===== src/hdl/hfo_pkg.sv =====
// Package for the high-frequency oscillator control block.
// Assumes APB with 32-bit data; register index times four is the byte address.
package hfo_pkg;

  // Register indices and byte addresses
  localparam logic [9:0]  IDX_OSC_CTRL    = 10'h0a9;
  localparam logic [9:0]  IDX_IRQ_STATUS  = 10'h0aa;
  localparam logic [9:0]  IDX_IRQ_MASK    = 10'h0ab;
  localparam logic [9:0]  IDX_EXT_OSC     = 10'h0b5;
  localparam logic [11:0] ADDR_OSC_CTRL   = {IDX_OSC_CTRL, 2'b00};
  localparam logic [11:0] ADDR_IRQ_STATUS = {IDX_IRQ_STATUS, 2'b00};
  localparam logic [11:0] ADDR_IRQ_MASK   = {IDX_IRQ_MASK, 2'b00};
  localparam logic [11:0] ADDR_EXT_OSC    = {IDX_EXT_OSC, 2'b00};

  // Control and external oscillator register field positions
  localparam int BIT_ENABLE  = 7;
  localparam int BIT_READY   = 6;
  localparam int BIT_SUSPEND = 5;
  localparam int BIT_SYNC    = 4;
  localparam int BIT_SS      = 3;
  localparam int BIT_UNUSED  = 2;
  localparam int DIV_LSB     = 0;
  localparam int EXT_MODE_LSB = 4;

  // Interrupt status bit positions
  localparam int IRQ_READY = 0;
  localparam int IRQ_WAKE  = 1;
  localparam int IRQ_SYNC  = 2;

  // Reset values
  localparam logic [7:0] RST_OSC_CTRL = 8'hc0;
  localparam logic [2:0] RST_IRQ_MASK = 3'h0;
  localparam logic [2:0] RST_EXT_MODE = 3'h0;

  // Timer clocks of sync busy after a foreign wake-up
  localparam logic [1:0] SYNC_TIMER_CLOCKS = 2'h3;

  // External oscillator modes
  localparam logic [2:0] EXT_CMOS     = 3'h2;
  localparam logic [2:0] EXT_CMOS_DIV = 3'h3;
  localparam logic [2:0] EXT_RC       = 3'h4;
  localparam logic [2:0] EXT_CAP      = 3'h5;
  localparam logic [2:0] EXT_XTAL     = 3'h6;
  localparam logic [2:0] EXT_XTAL_DIV = 3'h7;

  typedef struct packed {
    logic       enable;
    logic       suspend;
    logic       ss_enable;
    logic [1:0] divide_select;
  } hfo_ctrl_t;

  typedef struct packed {
    logic crystal_input_claim;
    logic crystal_output_claim;
  } hfo_pins_t;

  typedef enum logic [1:0] {
    HFO_RUN,
    HFO_SUSPENDED,
    HFO_OFF
  } hfo_state_t;

endpackage : hfo_pkg


===== src/hdl/hfo_post_divider.sv =====
// Post-scaling divider: one-cycle system clock enable every 8, 4, 2 or 1 cycles.
// Assumes the oscillator is modelled by pclk and run is a same-domain level.
`timescale 1ns/1ps
module hfo_post_divider (
  // Clock and reset
  input  wire logic       pclk,
  input  wire logic       presetn,
  // Control
  input  wire logic       run,
  input  wire logic [1:0] divide_select,
  // Output
  output logic            clk_enable
);

  logic [2:0] count;
  logic [2:0] next_count;
  logic       next_clk_enable;
  logic [2:0] last;

  // Code to terminal count
  function automatic logic [2:0] div_last(input logic [1:0] code);
    case (code)
      2'b00:   div_last = 3'h7;
      2'b01:   div_last = 3'h3;
      2'b10:   div_last = 3'h1;
      default: div_last = 3'h0;
    endcase
  endfunction : div_last

  always_comb begin
    last            = div_last(divide_select);
    next_count      = count;
    next_clk_enable = 1'b0;
    if (!run) begin
      next_count = 3'h0;
    end else if (count >= last) begin
      next_count      = 3'h0;
      next_clk_enable = 1'b1;
    end else begin
      next_count = count + 3'h1;
    end
  end

  always_ff @(posedge pclk or negedge presetn) begin
    if (!presetn) begin
      count      <= 3'h0;
      clk_enable <= 1'b0;
    end else begin
      count      <= next_count;
      clk_enable <= next_clk_enable;
    end
  end
endmodule : hfo_post_divider


===== src/hdl/hfo_control.sv =====
// High-frequency oscillator control with APB register access.
// Assumes pins are asynchronous; wake and timer inputs come from pins.
`timescale 1ns/1ps
module hfo_control (
  // APB
  input  wire logic        pclk,
  input  wire logic        presetn,
  input  wire logic        psel,
  input  wire logic        penable,
  input  wire logic        pwrite,
  input  wire logic [11:0] paddr,
  input  wire logic [31:0] pwdata,
  output logic [31:0]      prdata,
  output logic             pready,
  output logic             pslverr,
  // Oscillator and wake pins
  input  wire logic        osc_at_freq,
  input  wire logic        wake_event,
  input  wire logic        wake_by_timer,
  input  wire logic        timer_clk,
  // Oscillator controls
  output logic             hf_osc_run,
  output logic             spread_spectrum_enable,
  output logic             system_clock_en,
  output hfo_pkg::hfo_pins_t pin_claim,
  // Interrupt
  output logic             irq
);

  // Synchronisers for pins
  logic [3:0] sync_a;
  logic [3:0] sync_b;
  logic       timer_prev;
  logic       at_freq_s;
  logic       wake_s;
  logic       wake_timer_s;
  logic       timer_s;

  always_ff @(posedge pclk or negedge presetn) begin
    if (!presetn) begin
      sync_a     <= 4'h0;
      sync_b     <= 4'h0;
      timer_prev <= 1'b0;
    end else begin
      sync_a     <= {osc_at_freq, wake_event, wake_by_timer, timer_clk};
      sync_b     <= sync_a;
      timer_prev <= sync_b[0];
    end
  end

  assign at_freq_s    = sync_b[3];
  assign wake_s       = sync_b[2];
  assign wake_timer_s = sync_b[1];
  assign timer_s      = sync_b[0];

  // Register state
  hfo_pkg::hfo_ctrl_t ctrl;
  hfo_pkg::hfo_ctrl_t next_ctrl;
  hfo_pkg::hfo_state_t state;
  hfo_pkg::hfo_state_t next_state;
  logic [1:0]  sync_cnt;
  logic [1:0]  next_sync_cnt;
  logic [2:0]  irq_status;
  logic [2:0]  next_irq_status;
  logic [2:0]  irq_mask;
  logic [2:0]  next_irq_mask;
  logic [2:0]  ext_mode;
  logic [2:0]  next_ext_mode;
  logic        ready;
  logic        next_ready;
  logic [31:0] next_prdata;
  logic        next_pready;
  logic        next_pslverr;
  logic        next_run;
  logic        wr;
  logic        wake_hit;
  logic        tick;
  logic [7:0]  ctrl_byte;
  hfo_pkg::hfo_pins_t next_claim;

  // Address decode shared by read and write
  function automatic logic [1:0] reg_sel(input logic [11:0] a);
    case (a)
      hfo_pkg::ADDR_OSC_CTRL:   reg_sel = 2'h0;
      hfo_pkg::ADDR_IRQ_STATUS: reg_sel = 2'h1;
      hfo_pkg::ADDR_IRQ_MASK:   reg_sel = 2'h2;
      default:                  reg_sel = 2'h3;
    endcase
  endfunction : reg_sel

  function automatic logic mapped(input logic [11:0] a);
    mapped = (reg_sel(a) != 2'h3) || (a == hfo_pkg::ADDR_EXT_OSC);
  endfunction : mapped

  assign wr       = psel && penable && pready && pwrite;
  assign tick     = timer_s && !timer_prev;
  assign wake_hit = state == hfo_pkg::HFO_SUSPENDED && (wake_s || wake_timer_s);
  assign ctrl_byte = {ctrl.enable, ready, ctrl.suspend, (sync_cnt != 2'h0),
                      ctrl.ss_enable, 1'b0, ctrl.divide_select};

  // Control register and oscillator state
  always_comb begin
    next_ctrl     = ctrl;
    next_state    = state;
    next_sync_cnt = sync_cnt;
    if (wr && reg_sel(paddr) == 2'h0) begin
      next_ctrl.enable        = pwdata[hfo_pkg::BIT_ENABLE];
      next_ctrl.ss_enable     = pwdata[hfo_pkg::BIT_SS];
      next_ctrl.divide_select = pwdata[hfo_pkg::DIV_LSB +: 2];
      if (pwdata[hfo_pkg::BIT_SUSPEND]) begin
        next_ctrl.suspend = 1'b1;
      end
    end
    if (tick && sync_cnt != 2'h0) begin
      next_sync_cnt = sync_cnt - 2'h1;
    end
    case (state)
      hfo_pkg::HFO_RUN: begin
        if (!ctrl.enable) begin
          next_state = hfo_pkg::HFO_OFF;
        end else if (ctrl.suspend) begin
          next_state = hfo_pkg::HFO_SUSPENDED;
        end
      end
      hfo_pkg::HFO_SUSPENDED: begin
        if (wake_hit) begin
          next_state        = hfo_pkg::HFO_RUN;
          next_ctrl.suspend = 1'b0;
          if (!wake_timer_s) begin
            next_sync_cnt = hfo_pkg::SYNC_TIMER_CLOCKS;
          end
        end else if (!ctrl.enable) begin
          next_state = hfo_pkg::HFO_OFF;
        end
      end
      hfo_pkg::HFO_OFF: begin
        if (ctrl.enable) begin
          next_state = hfo_pkg::HFO_RUN;
        end
      end
      default: next_state = hfo_pkg::HFO_OFF;
    endcase
    next_run   = next_ctrl.enable && !next_ctrl.suspend;
    next_ready = next_run && state == hfo_pkg::HFO_RUN && at_freq_s;
  end

  always_ff @(posedge pclk or negedge presetn) begin
    if (!presetn) begin
      ctrl       <= hfo_pkg::hfo_ctrl_t'({hfo_pkg::RST_OSC_CTRL[7], hfo_pkg::RST_OSC_CTRL[5],
                                          hfo_pkg::RST_OSC_CTRL[3], hfo_pkg::RST_OSC_CTRL[1:0]});
      state      <= hfo_pkg::HFO_RUN;
      sync_cnt   <= 2'h0;
      ready      <= hfo_pkg::RST_OSC_CTRL[6];
      hf_osc_run <= hfo_pkg::RST_OSC_CTRL[7];
      spread_spectrum_enable <= hfo_pkg::RST_OSC_CTRL[3];
    end else begin
      ctrl       <= next_ctrl;
      state      <= next_state;
      sync_cnt   <= next_sync_cnt;
      ready      <= next_ready;
      hf_osc_run <= next_run;
      spread_spectrum_enable <= next_ctrl.ss_enable;
    end
  end

  // External mode and pin claims
  always_comb begin
    next_ext_mode = ext_mode;
    if (wr && paddr == hfo_pkg::ADDR_EXT_OSC) begin
      next_ext_mode = pwdata[hfo_pkg::EXT_MODE_LSB +: 3];
    end
    next_claim = '0;
    case (next_ext_mode)
      hfo_pkg::EXT_XTAL, hfo_pkg::EXT_XTAL_DIV: begin
        next_claim = '{crystal_input_claim: 1'b1, crystal_output_claim: 1'b1};
      end
      hfo_pkg::EXT_CMOS, hfo_pkg::EXT_CMOS_DIV, hfo_pkg::EXT_RC, hfo_pkg::EXT_CAP: begin
        next_claim.crystal_output_claim = 1'b1;
      end
      default: next_claim = '0;
    endcase
  end

  always_ff @(posedge pclk or negedge presetn) begin
    if (!presetn) begin
      ext_mode  <= hfo_pkg::RST_EXT_MODE;
      pin_claim <= '0;
    end else begin
      ext_mode  <= next_ext_mode;
      pin_claim <= next_claim;
    end
  end

  // Interrupts: sticky, write one to clear, set wins
  always_comb begin
    next_irq_status = irq_status;
    next_irq_mask   = irq_mask;
    if (wr && reg_sel(paddr) == 2'h1) begin
      next_irq_status = irq_status & ~pwdata[2:0];
    end
    if (wr && reg_sel(paddr) == 2'h2) begin
      next_irq_mask = pwdata[2:0];
    end
    next_irq_status[hfo_pkg::IRQ_READY] = next_irq_status[hfo_pkg::IRQ_READY] | (next_ready && !ready);
    next_irq_status[hfo_pkg::IRQ_WAKE]  = next_irq_status[hfo_pkg::IRQ_WAKE] | wake_hit;
    next_irq_status[hfo_pkg::IRQ_SYNC]  = next_irq_status[hfo_pkg::IRQ_SYNC]
                                          | (sync_cnt != 2'h0 && next_sync_cnt == 2'h0);
  end

  always_ff @(posedge pclk or negedge presetn) begin
    if (!presetn) begin
      irq_status <= 3'h0;
      irq_mask   <= hfo_pkg::RST_IRQ_MASK;
      irq        <= 1'b0;
    end else begin
      irq_status <= next_irq_status;
      irq_mask   <= next_irq_mask;
      irq        <= |(next_irq_status & next_irq_mask);
    end
  end

  // APB answer: ready in the first access cycle
  always_comb begin
    next_pready  = psel && !penable;
    next_pslverr = psel && !penable && !mapped(paddr);
    next_prdata  = 32'h0;
    if (psel && !penable) begin
      case (reg_sel(paddr))
        2'h0:    next_prdata = {24'h0, ctrl_byte};
        2'h1:    next_prdata = {29'h0, irq_status};
        2'h2:    next_prdata = {29'h0, irq_mask};
        default: next_prdata = (paddr == hfo_pkg::ADDR_EXT_OSC) ? {25'h0, ext_mode, 4'h0} : 32'h0;
      endcase
    end
  end

  always_ff @(posedge pclk or negedge presetn) begin
    if (!presetn) begin
      prdata  <= 32'h0;
      pready  <= 1'b0;
      pslverr <= 1'b0;
    end else begin
      prdata  <= next_prdata;
      pready  <= next_pready;
      pslverr <= next_pslverr;
    end
  end

  // Post-scaling divider
  hfo_post_divider u_div (
    .pclk          (pclk),
    .presetn       (presetn),
    .run           (hf_osc_run),
    .divide_select (ctrl.divide_select),
    .clk_enable    (system_clock_en)
  );
endmodule : hfo_control


===== config.mk =====
export PLATFORM = sky130hd
export DESIGN_NAME = hfo_control
export DESIGN_NICKNAME = d
export VERILOG_FILES = /design/src/hdl/hfo_pkg.sv /design/src/hdl/hfo_post_divider.sv /design/src/hdl/hfo_control.sv
export SDC_FILE = /design/constraint.sdc
export NUM_CORES = 1
export LEC_CHECK = 0
export BUFFER_PORTS_ARGS = -buffer_cell sky130_fd_sc_hd__buf_2
export CAP_MARGIN = 20
export CELL_PAD_IN_SITES_DETAIL_PLACEMENT = 0
export CELL_PAD_IN_SITES_GLOBAL_PLACEMENT = 1
export CORE_MARGIN = 1.5
export CORE_UTILIZATION = 36
export CTS_CLUSTER_DIAMETER = 150
export CTS_CLUSTER_SIZE = 30
export DETAILED_ROUTE_END_ITERATION = 8
export HOLD_SLACK_MARGIN = 0.03
export PLACE_DENSITY = 0.86
export SLEW_MARGIN = 30
export SYNTH_ARGS = -nofsm -noshare
export SYNTH_HDL_FRONTEND = slang
export SYNTH_SLANG_ARGS = --single-unit

===== constraint.sdc =====
create_clock -name pclk -period 1.8 [get_ports pclk]
set_input_delay 0.18 -clock pclk [delete_from_list [all_inputs] [get_ports pclk]]
set_output_delay 0.18 -clock pclk [all_outputs]
set_load 0.05 [all_outputs]

### Word level (Yosys, flattened, before mapping)

Cells that the tools add are included.

* bits in registers: 70
* input port bits: 53
* output and inout bits: 40
* word-level logic and storage cells: 116

* add/subtract/negate cells: 2
* $lt $le $gt $ge: 1
* eq/ne operators: 22
* muxes and demuxes: 29
* bitwise gates (word level): 6
* reductions and logical operators: 34

Operators by type and width (number)
* == test 12 x 10 -> 1 bit, second input constant: 4
* two-way mux 32 bit: 1
* one-hot mux 8 bit (3 select lines): 1
* two-way mux 2 bit: 10
* logical AND 1 bit: 17
* two-way mux 3 bit: 5
* == test 3 bit, second input constant: 4
* one-hot mux 2 bit (3 select lines): 2
* logical NOT 2 bit: 5
* one-hot mux 3 bit (3 select lines): 1
* == test 2 x 1 -> 1 bit, second input constant: 4
* == test 2 bit, second input constant: 4
* two-way mux 1 bit: 7
* two-way mux 7 bit: 1
* bitwise AND 3 bit: 2
* == test 3 x 2 -> 1 bit, second input constant: 2
* != test 3 bit, second input constant: 2
* OR reduction 6 bit: 1
* logical NOT 1 bit: 5
* two-way mux 5 bit: 1
* != test 2 bit, second input constant: 2
* adder 3 x 1 -> 3 bit, second input constant: 1
* >= comparator 3 bit: 1
* inverter 3 bit: 1
* 7 further kinds: 10

### Longest topological paths before layout

* word-level depth: 15
* gate-level depth with buffers: 7
* gate-level depth less buffers: 7

### Hierarchy

Synthesis repeated with hierarchy kept, for this count alone.

* cell total of the unflattened synthesis: 200
* area, all modules: 2273.4 µm²

Modules (own cells, without submodules)
* hfo_control: instances 1, cells each 177, area an instance 2029.4 µm², sequential area each 1054.8 µm²
* hfo_post_divider: instances 1, cells each 23, area an instance 244.0 µm², sequential area each 100.1 µm²

### Worst setup path before layout

No wires, ideal clock.

* path kind: register to register
* start point: register pready
* end point: register irq
* library setup time: 134 ps
* arrival: 1949 ps
* required time: 1666 ps
* slack: -283 ps
* stages on the path, launching flop included: 7
* path buffers: 1
* clock period less this slack: 2083 ps
* path through: dfrtp_1 > nand4_1 > and4b_1 > buf_6 > mux2_4 > a32oi_2 > o221ai_2

RTL lines
* start: declaration: line hfo_control.sv:14 `output logic pready,`
* start signal: assignment: line hfo_control.sv:244 `pready <= next_pready;`
* end signal: assignment: line hfo_control.sv:218 `irq <= |(next_irq_status & next_irq_mask);`
* end: declaration: line hfo_control.sv:27 `output logic irq`

### Final worst setup path

* start point: register pready
* end point: register irq

* cells in the longest elaborated chain, start to end: 14
* elaborated cells between the ends (all ways): 20
* classes of those cells: mux: 5; bitwise: 4; reduce/logical: 11

RTL lines
* logical AND 1 bit * (2 in a row): line hfo_control.sv:95 `assign wr = psel && penable && pready && pwrite;`
* logical AND 1 bit: line hfo_control.sv:106 `if (wr && reg_sel(paddr) == 2'h0) begin`
* two-way mux 5 bit: line hfo_control.sv:106
* two-way mux 1 bit: line hfo_control.sv:126 `if (wake_hit) begin`
* two-way mux 1 bit: line hfo_control.sv:117 `case (state)`
* logical NOT 1 bit: line hfo_control.sv:143 `next_run = next_ctrl.enable && !next_ctrl.suspend;`
* logical AND 1 bit: line hfo_control.sv:143
* logical AND 1 bit (2 in a row): line hfo_control.sv:144 `next_ready = next_run && state == hfo_pkg::HFO_RUN && at_freq_s;`
* logical AND 1 bit: line hfo_control.sv:204 `next_irq_status[hfo_pkg::IRQ_READY] = next_irq_status[hfo_pkg::IRQ_READY] | (next_ready && !ready);`
* bitwise OR 1 bit: line hfo_control.sv:204
* bitwise AND 3 bit *: line hfo_control.sv:218
* OR reduction 3 bit *: line hfo_control.sv:218

Mark *: on every way between the ends. The rest lies on a longest branch, timed or not.
A chain may end at the register's enable or synchronous reset.

==> metrics <==
largest net degree at the start of global routing=between 40 and 50; Finish-stage setup viols=0; CP max FO=3; H-tree Lvls=2; most frequent cells in the layout=buf_2 (44), dfrtp_1 (42), conb_1 (24); status=finished, final reports clean; yosys warns=0; die width=slightly above 80 µm; DIE HEIGHT=around 82 µm; P_int=between 1.5 and 2 mW; RePlAce Congestion=0.881; Post-Route WL=between 4 and 5 mm; post-synthesis compound-gate area fraction=slightly above 8%; num rows=28; Skew-Pair Late Insertion Delay=~0.3 ns; I/O pins=93; hpwl dp=roughly 3.3 mm; gr ovfl total=0; Sw Ratio=between 20% and 30%; Final min period=roughly 1.7 ns; Endpoint, Worst Hold=ctrl[2]$_DFFE_PN0N_; routed vias=around 1600; DRC violations left=0; register area share after synthesis=51.4%; initial drt markers=84; Critical Path Sink Type=register; worst hold-check path type=input pin to register; Clock Sinks=46; Syn Area/Cell=11.3 µm²; maximum VDD drop=0.468 mV; n_diodes=0; Synth Area in Adders=2.78%; measured slew at the worst slew-check pin=roughly 0.58 ns; Max-cap violations=0; placed cell area=around 2500 µm²; Setup CP Type=register to register; async set-reset flop share out of synthesis=100%; Core ar.=5990 µm²; post-route cell area=about 2700 µm²; Slew Limit Headroom=slightly above 60%; Synth Cell Area=around 2200 µm²; Psw=522 µW; Fin. Hold Viols=0; Post-DRT Antenna Nets=0; R2R Setup Slk=between 0.06 and 0.07 ns; Initial Util=37.5%; end-of-flow core utilization=45.0%; Reg2Reg Depth=6; cells after synthesis=198; area growth from synthesis to layout=20.0%; Max Clk Rate=between 500 and 600 MHz; Flop pwr share=51.6%; Num CTS Buffers=5; first-pass GRT wire length=between 6 and 7 mm; FF-to-FF End=irq$_DFF_PN0_; die area=between 6000 and 7000 µm²; Gate power share=11.5%; WHS Path Cells=2; largest family of logic cells by synthesized area=simple AND/OR/NAND/NOR gates; share of layout cells above drive strength 1=between 30% and 40%; Pwr Total=between 2 and 2.5 mW; Slew Limit Fails=0; PortBufs=between 40 and 50; fill count=just under 600; Worst-path clk slew=~0.090 ns; worst hold start=pwdata[3]; final period utilization=a little over nine tenths; number of flops mapped to enable cells by yosys=0; multiplexer area fraction after synthesis=roughly 6.3%; Post-CTS Setup Bufs=0; worst reg2reg startpoint=pready$_DFF_PN0_; clk buf depth=2; Yosys cell types=48; Post-Synth Simple-Gate Area=between 10% and 20%; vias in the first global route=1400; Synth Register Bits=46; RSZ-0062 raised after global routing=yes; Pre-antenna DRT Iters=4; TritonCTS clock tree=done; initial antenna violation count=0; Setup Skew=0.00978 ns; commonest non-fill, non-tap cell in the layout=buf_2; Synth Area in XOR/XNOR=less than 1%; PD cells=754 nW/µm²; CP arrival=1.91 ns; WL/cell=approximately 13 µm; nets=317; Worst setup startpoint=pready$_DFF_PN0_; Pleak=between 1 and 1.5 nW; clock power share=about 37%; worst endpoint required time=1.98 ns; dominant synthesized flop cell=dfrtp_1; Setup crit start kind=register; vias per inst=4.63; Overall Global Routing Usage=a little over an eighth; root buf cell=clkbuf_8
-- flip-flops by register name, summed over array words and instances, names as in the netlist --
name and cells:
ctrl 5, ext_mode 3, hf_osc_run 1, irq 1
irq_mask 3, irq_status 3, pin_claim 2, prdata 8
pready 1, pslverr 1, ready 1, state 2
sync_a 4, sync_b 4, sync_cnt 2, timer_prev 1
u_div.clk_enable 1, u_div.count 3
-- per-layer routing --
layer | wire length (µm) | track usage [%] | vias up
met1 | 2010 | 17.7 | 740
li1 | - | - | 761
met5 | 0 | 0 | -
met3 | 202 | 3.33 | 8
met4 | 57 | 5.59 | 0
met2 | 2050 | 20.9 | 42
-- final cells by class --
type,count,area (µm²),area share (%)
timing repair buffer,59,345,12.8
sequential,46,1160,42.9
inverter,13,48.8,1.81
clock inverter,2,37.5,1.39
tap,75,93.8,3.48
multi-input combinational,134,943,35.0
clock buffer,6,72.6,2.69
-- per-stage QoR --
step                      hold WS, ns   TNS, ns  setup slack [ns]  instances
final                           0.105         0            0.0677        335
after CTS                      0.0982         0            0.0110        335
after detailed placement        0.289   -0.0182           -0.0182        322
after global placement          0.290  -0.00668          -0.00668        322
after floorplan                -0.116    -0.204            -0.112        221
after global routing           0.0866   -0.0160           -0.0160        335
-- synthesized netlist by cell type, types with 3 or more instances --
| cell | count | share of area, % |
|---|---|---|
| a21oi_1 | 7 | 1.6 |
| and3_1 | 5 | 1.4 |
| buf_4 | 25 | 8.4 |
| dfrtp_1 | 43 | 48 |
| dfstp_2 | 3 | 3.5 |
| ha_1 | 5 | 2.8 |
| inv_1 | 13 | 2.2 |
| mux2_2 | 6 | 3.0 |
| mux2i_1 | 6 | 2.7 |
| nand2_1 | 9 | 1.5 |
| nand2b_1 | 4 | 1.1 |
| nand3_1 | 3 | 0.67 |
| nor2_1 | 12 | 2.0 |
| nor3_1 | 5 | 1.1 |
| o21ai_0 | 3 | 0.67 |
| or2_2 | 4 | 1.1 |
-- worst max-delay path, stage by stage (launching register included) --
cell and delay, ns:
dfrtp_2 0.36, nand4_1 0.12, buf_4 0.17, or2_2 0.32
nor3_4 0.19, mux2i_1 0.31, o221ai_2 0.15
-- worst max-delay path by stage --
stage / endpoint / cells past startpoint / slack (ns)
5_1_grt: irq$_DFF_PN0_ / 6 / -0.02
4_1_cts: irq$_DFF_PN0_ / 7 / 0.01
3_5_place_dp: irq$_DFF_PN0_ / 7 / -0.02
3_3_place_gp: irq$_DFF_PN0_ / 7 / -0.007
2_1_floorplan: irq$_DFF_PN0_ / 6 / -0.11
6_report: irq$_DFF_PN0_ / 6 / 0.07
-- repair_timing --
item / in CTS / in global routing
hold buffers: 5 / 0
hold endpoints to repair: 47 / 0
setup endpoints to repair: 0 / 2
resized for setup: 0 / 5
-- cell families (layout without fill, tap and decap cells) --
| family | count (synthesis) | after routing |
|---|---|---|
| and+or+nand+nor | 65 | 65 |
| DFF | 46 | 46 |
| buffers and inverters | 41 | 80 |
| AOI/OAI and AO/OA | 25 | 25 |
| muxes | 13 | 13 |
| adders and majority gates | 5 | 5 |
| xor gates and xnor gates | 2 | 2 |
| other | 1 | 24 |
-- power groups by stage --
stage | Combinational [mW] | Sequential, mW | Clock (mW)
5_1_grt | 0.251 | 1.05 | 0.830
3_5_place_dp | 0.226 | 1.07 | 0
2_1_floorplan | 0.180 | 1.08 | 0
3_3_place_gp | 0.224 | 1.07 | 0
4_1_cts | 0.234 | 1.05 | 0.779
6_report | 0.234 | 1.05 | 0.750
Note: power is estimated with default switching activity, not from simulation.
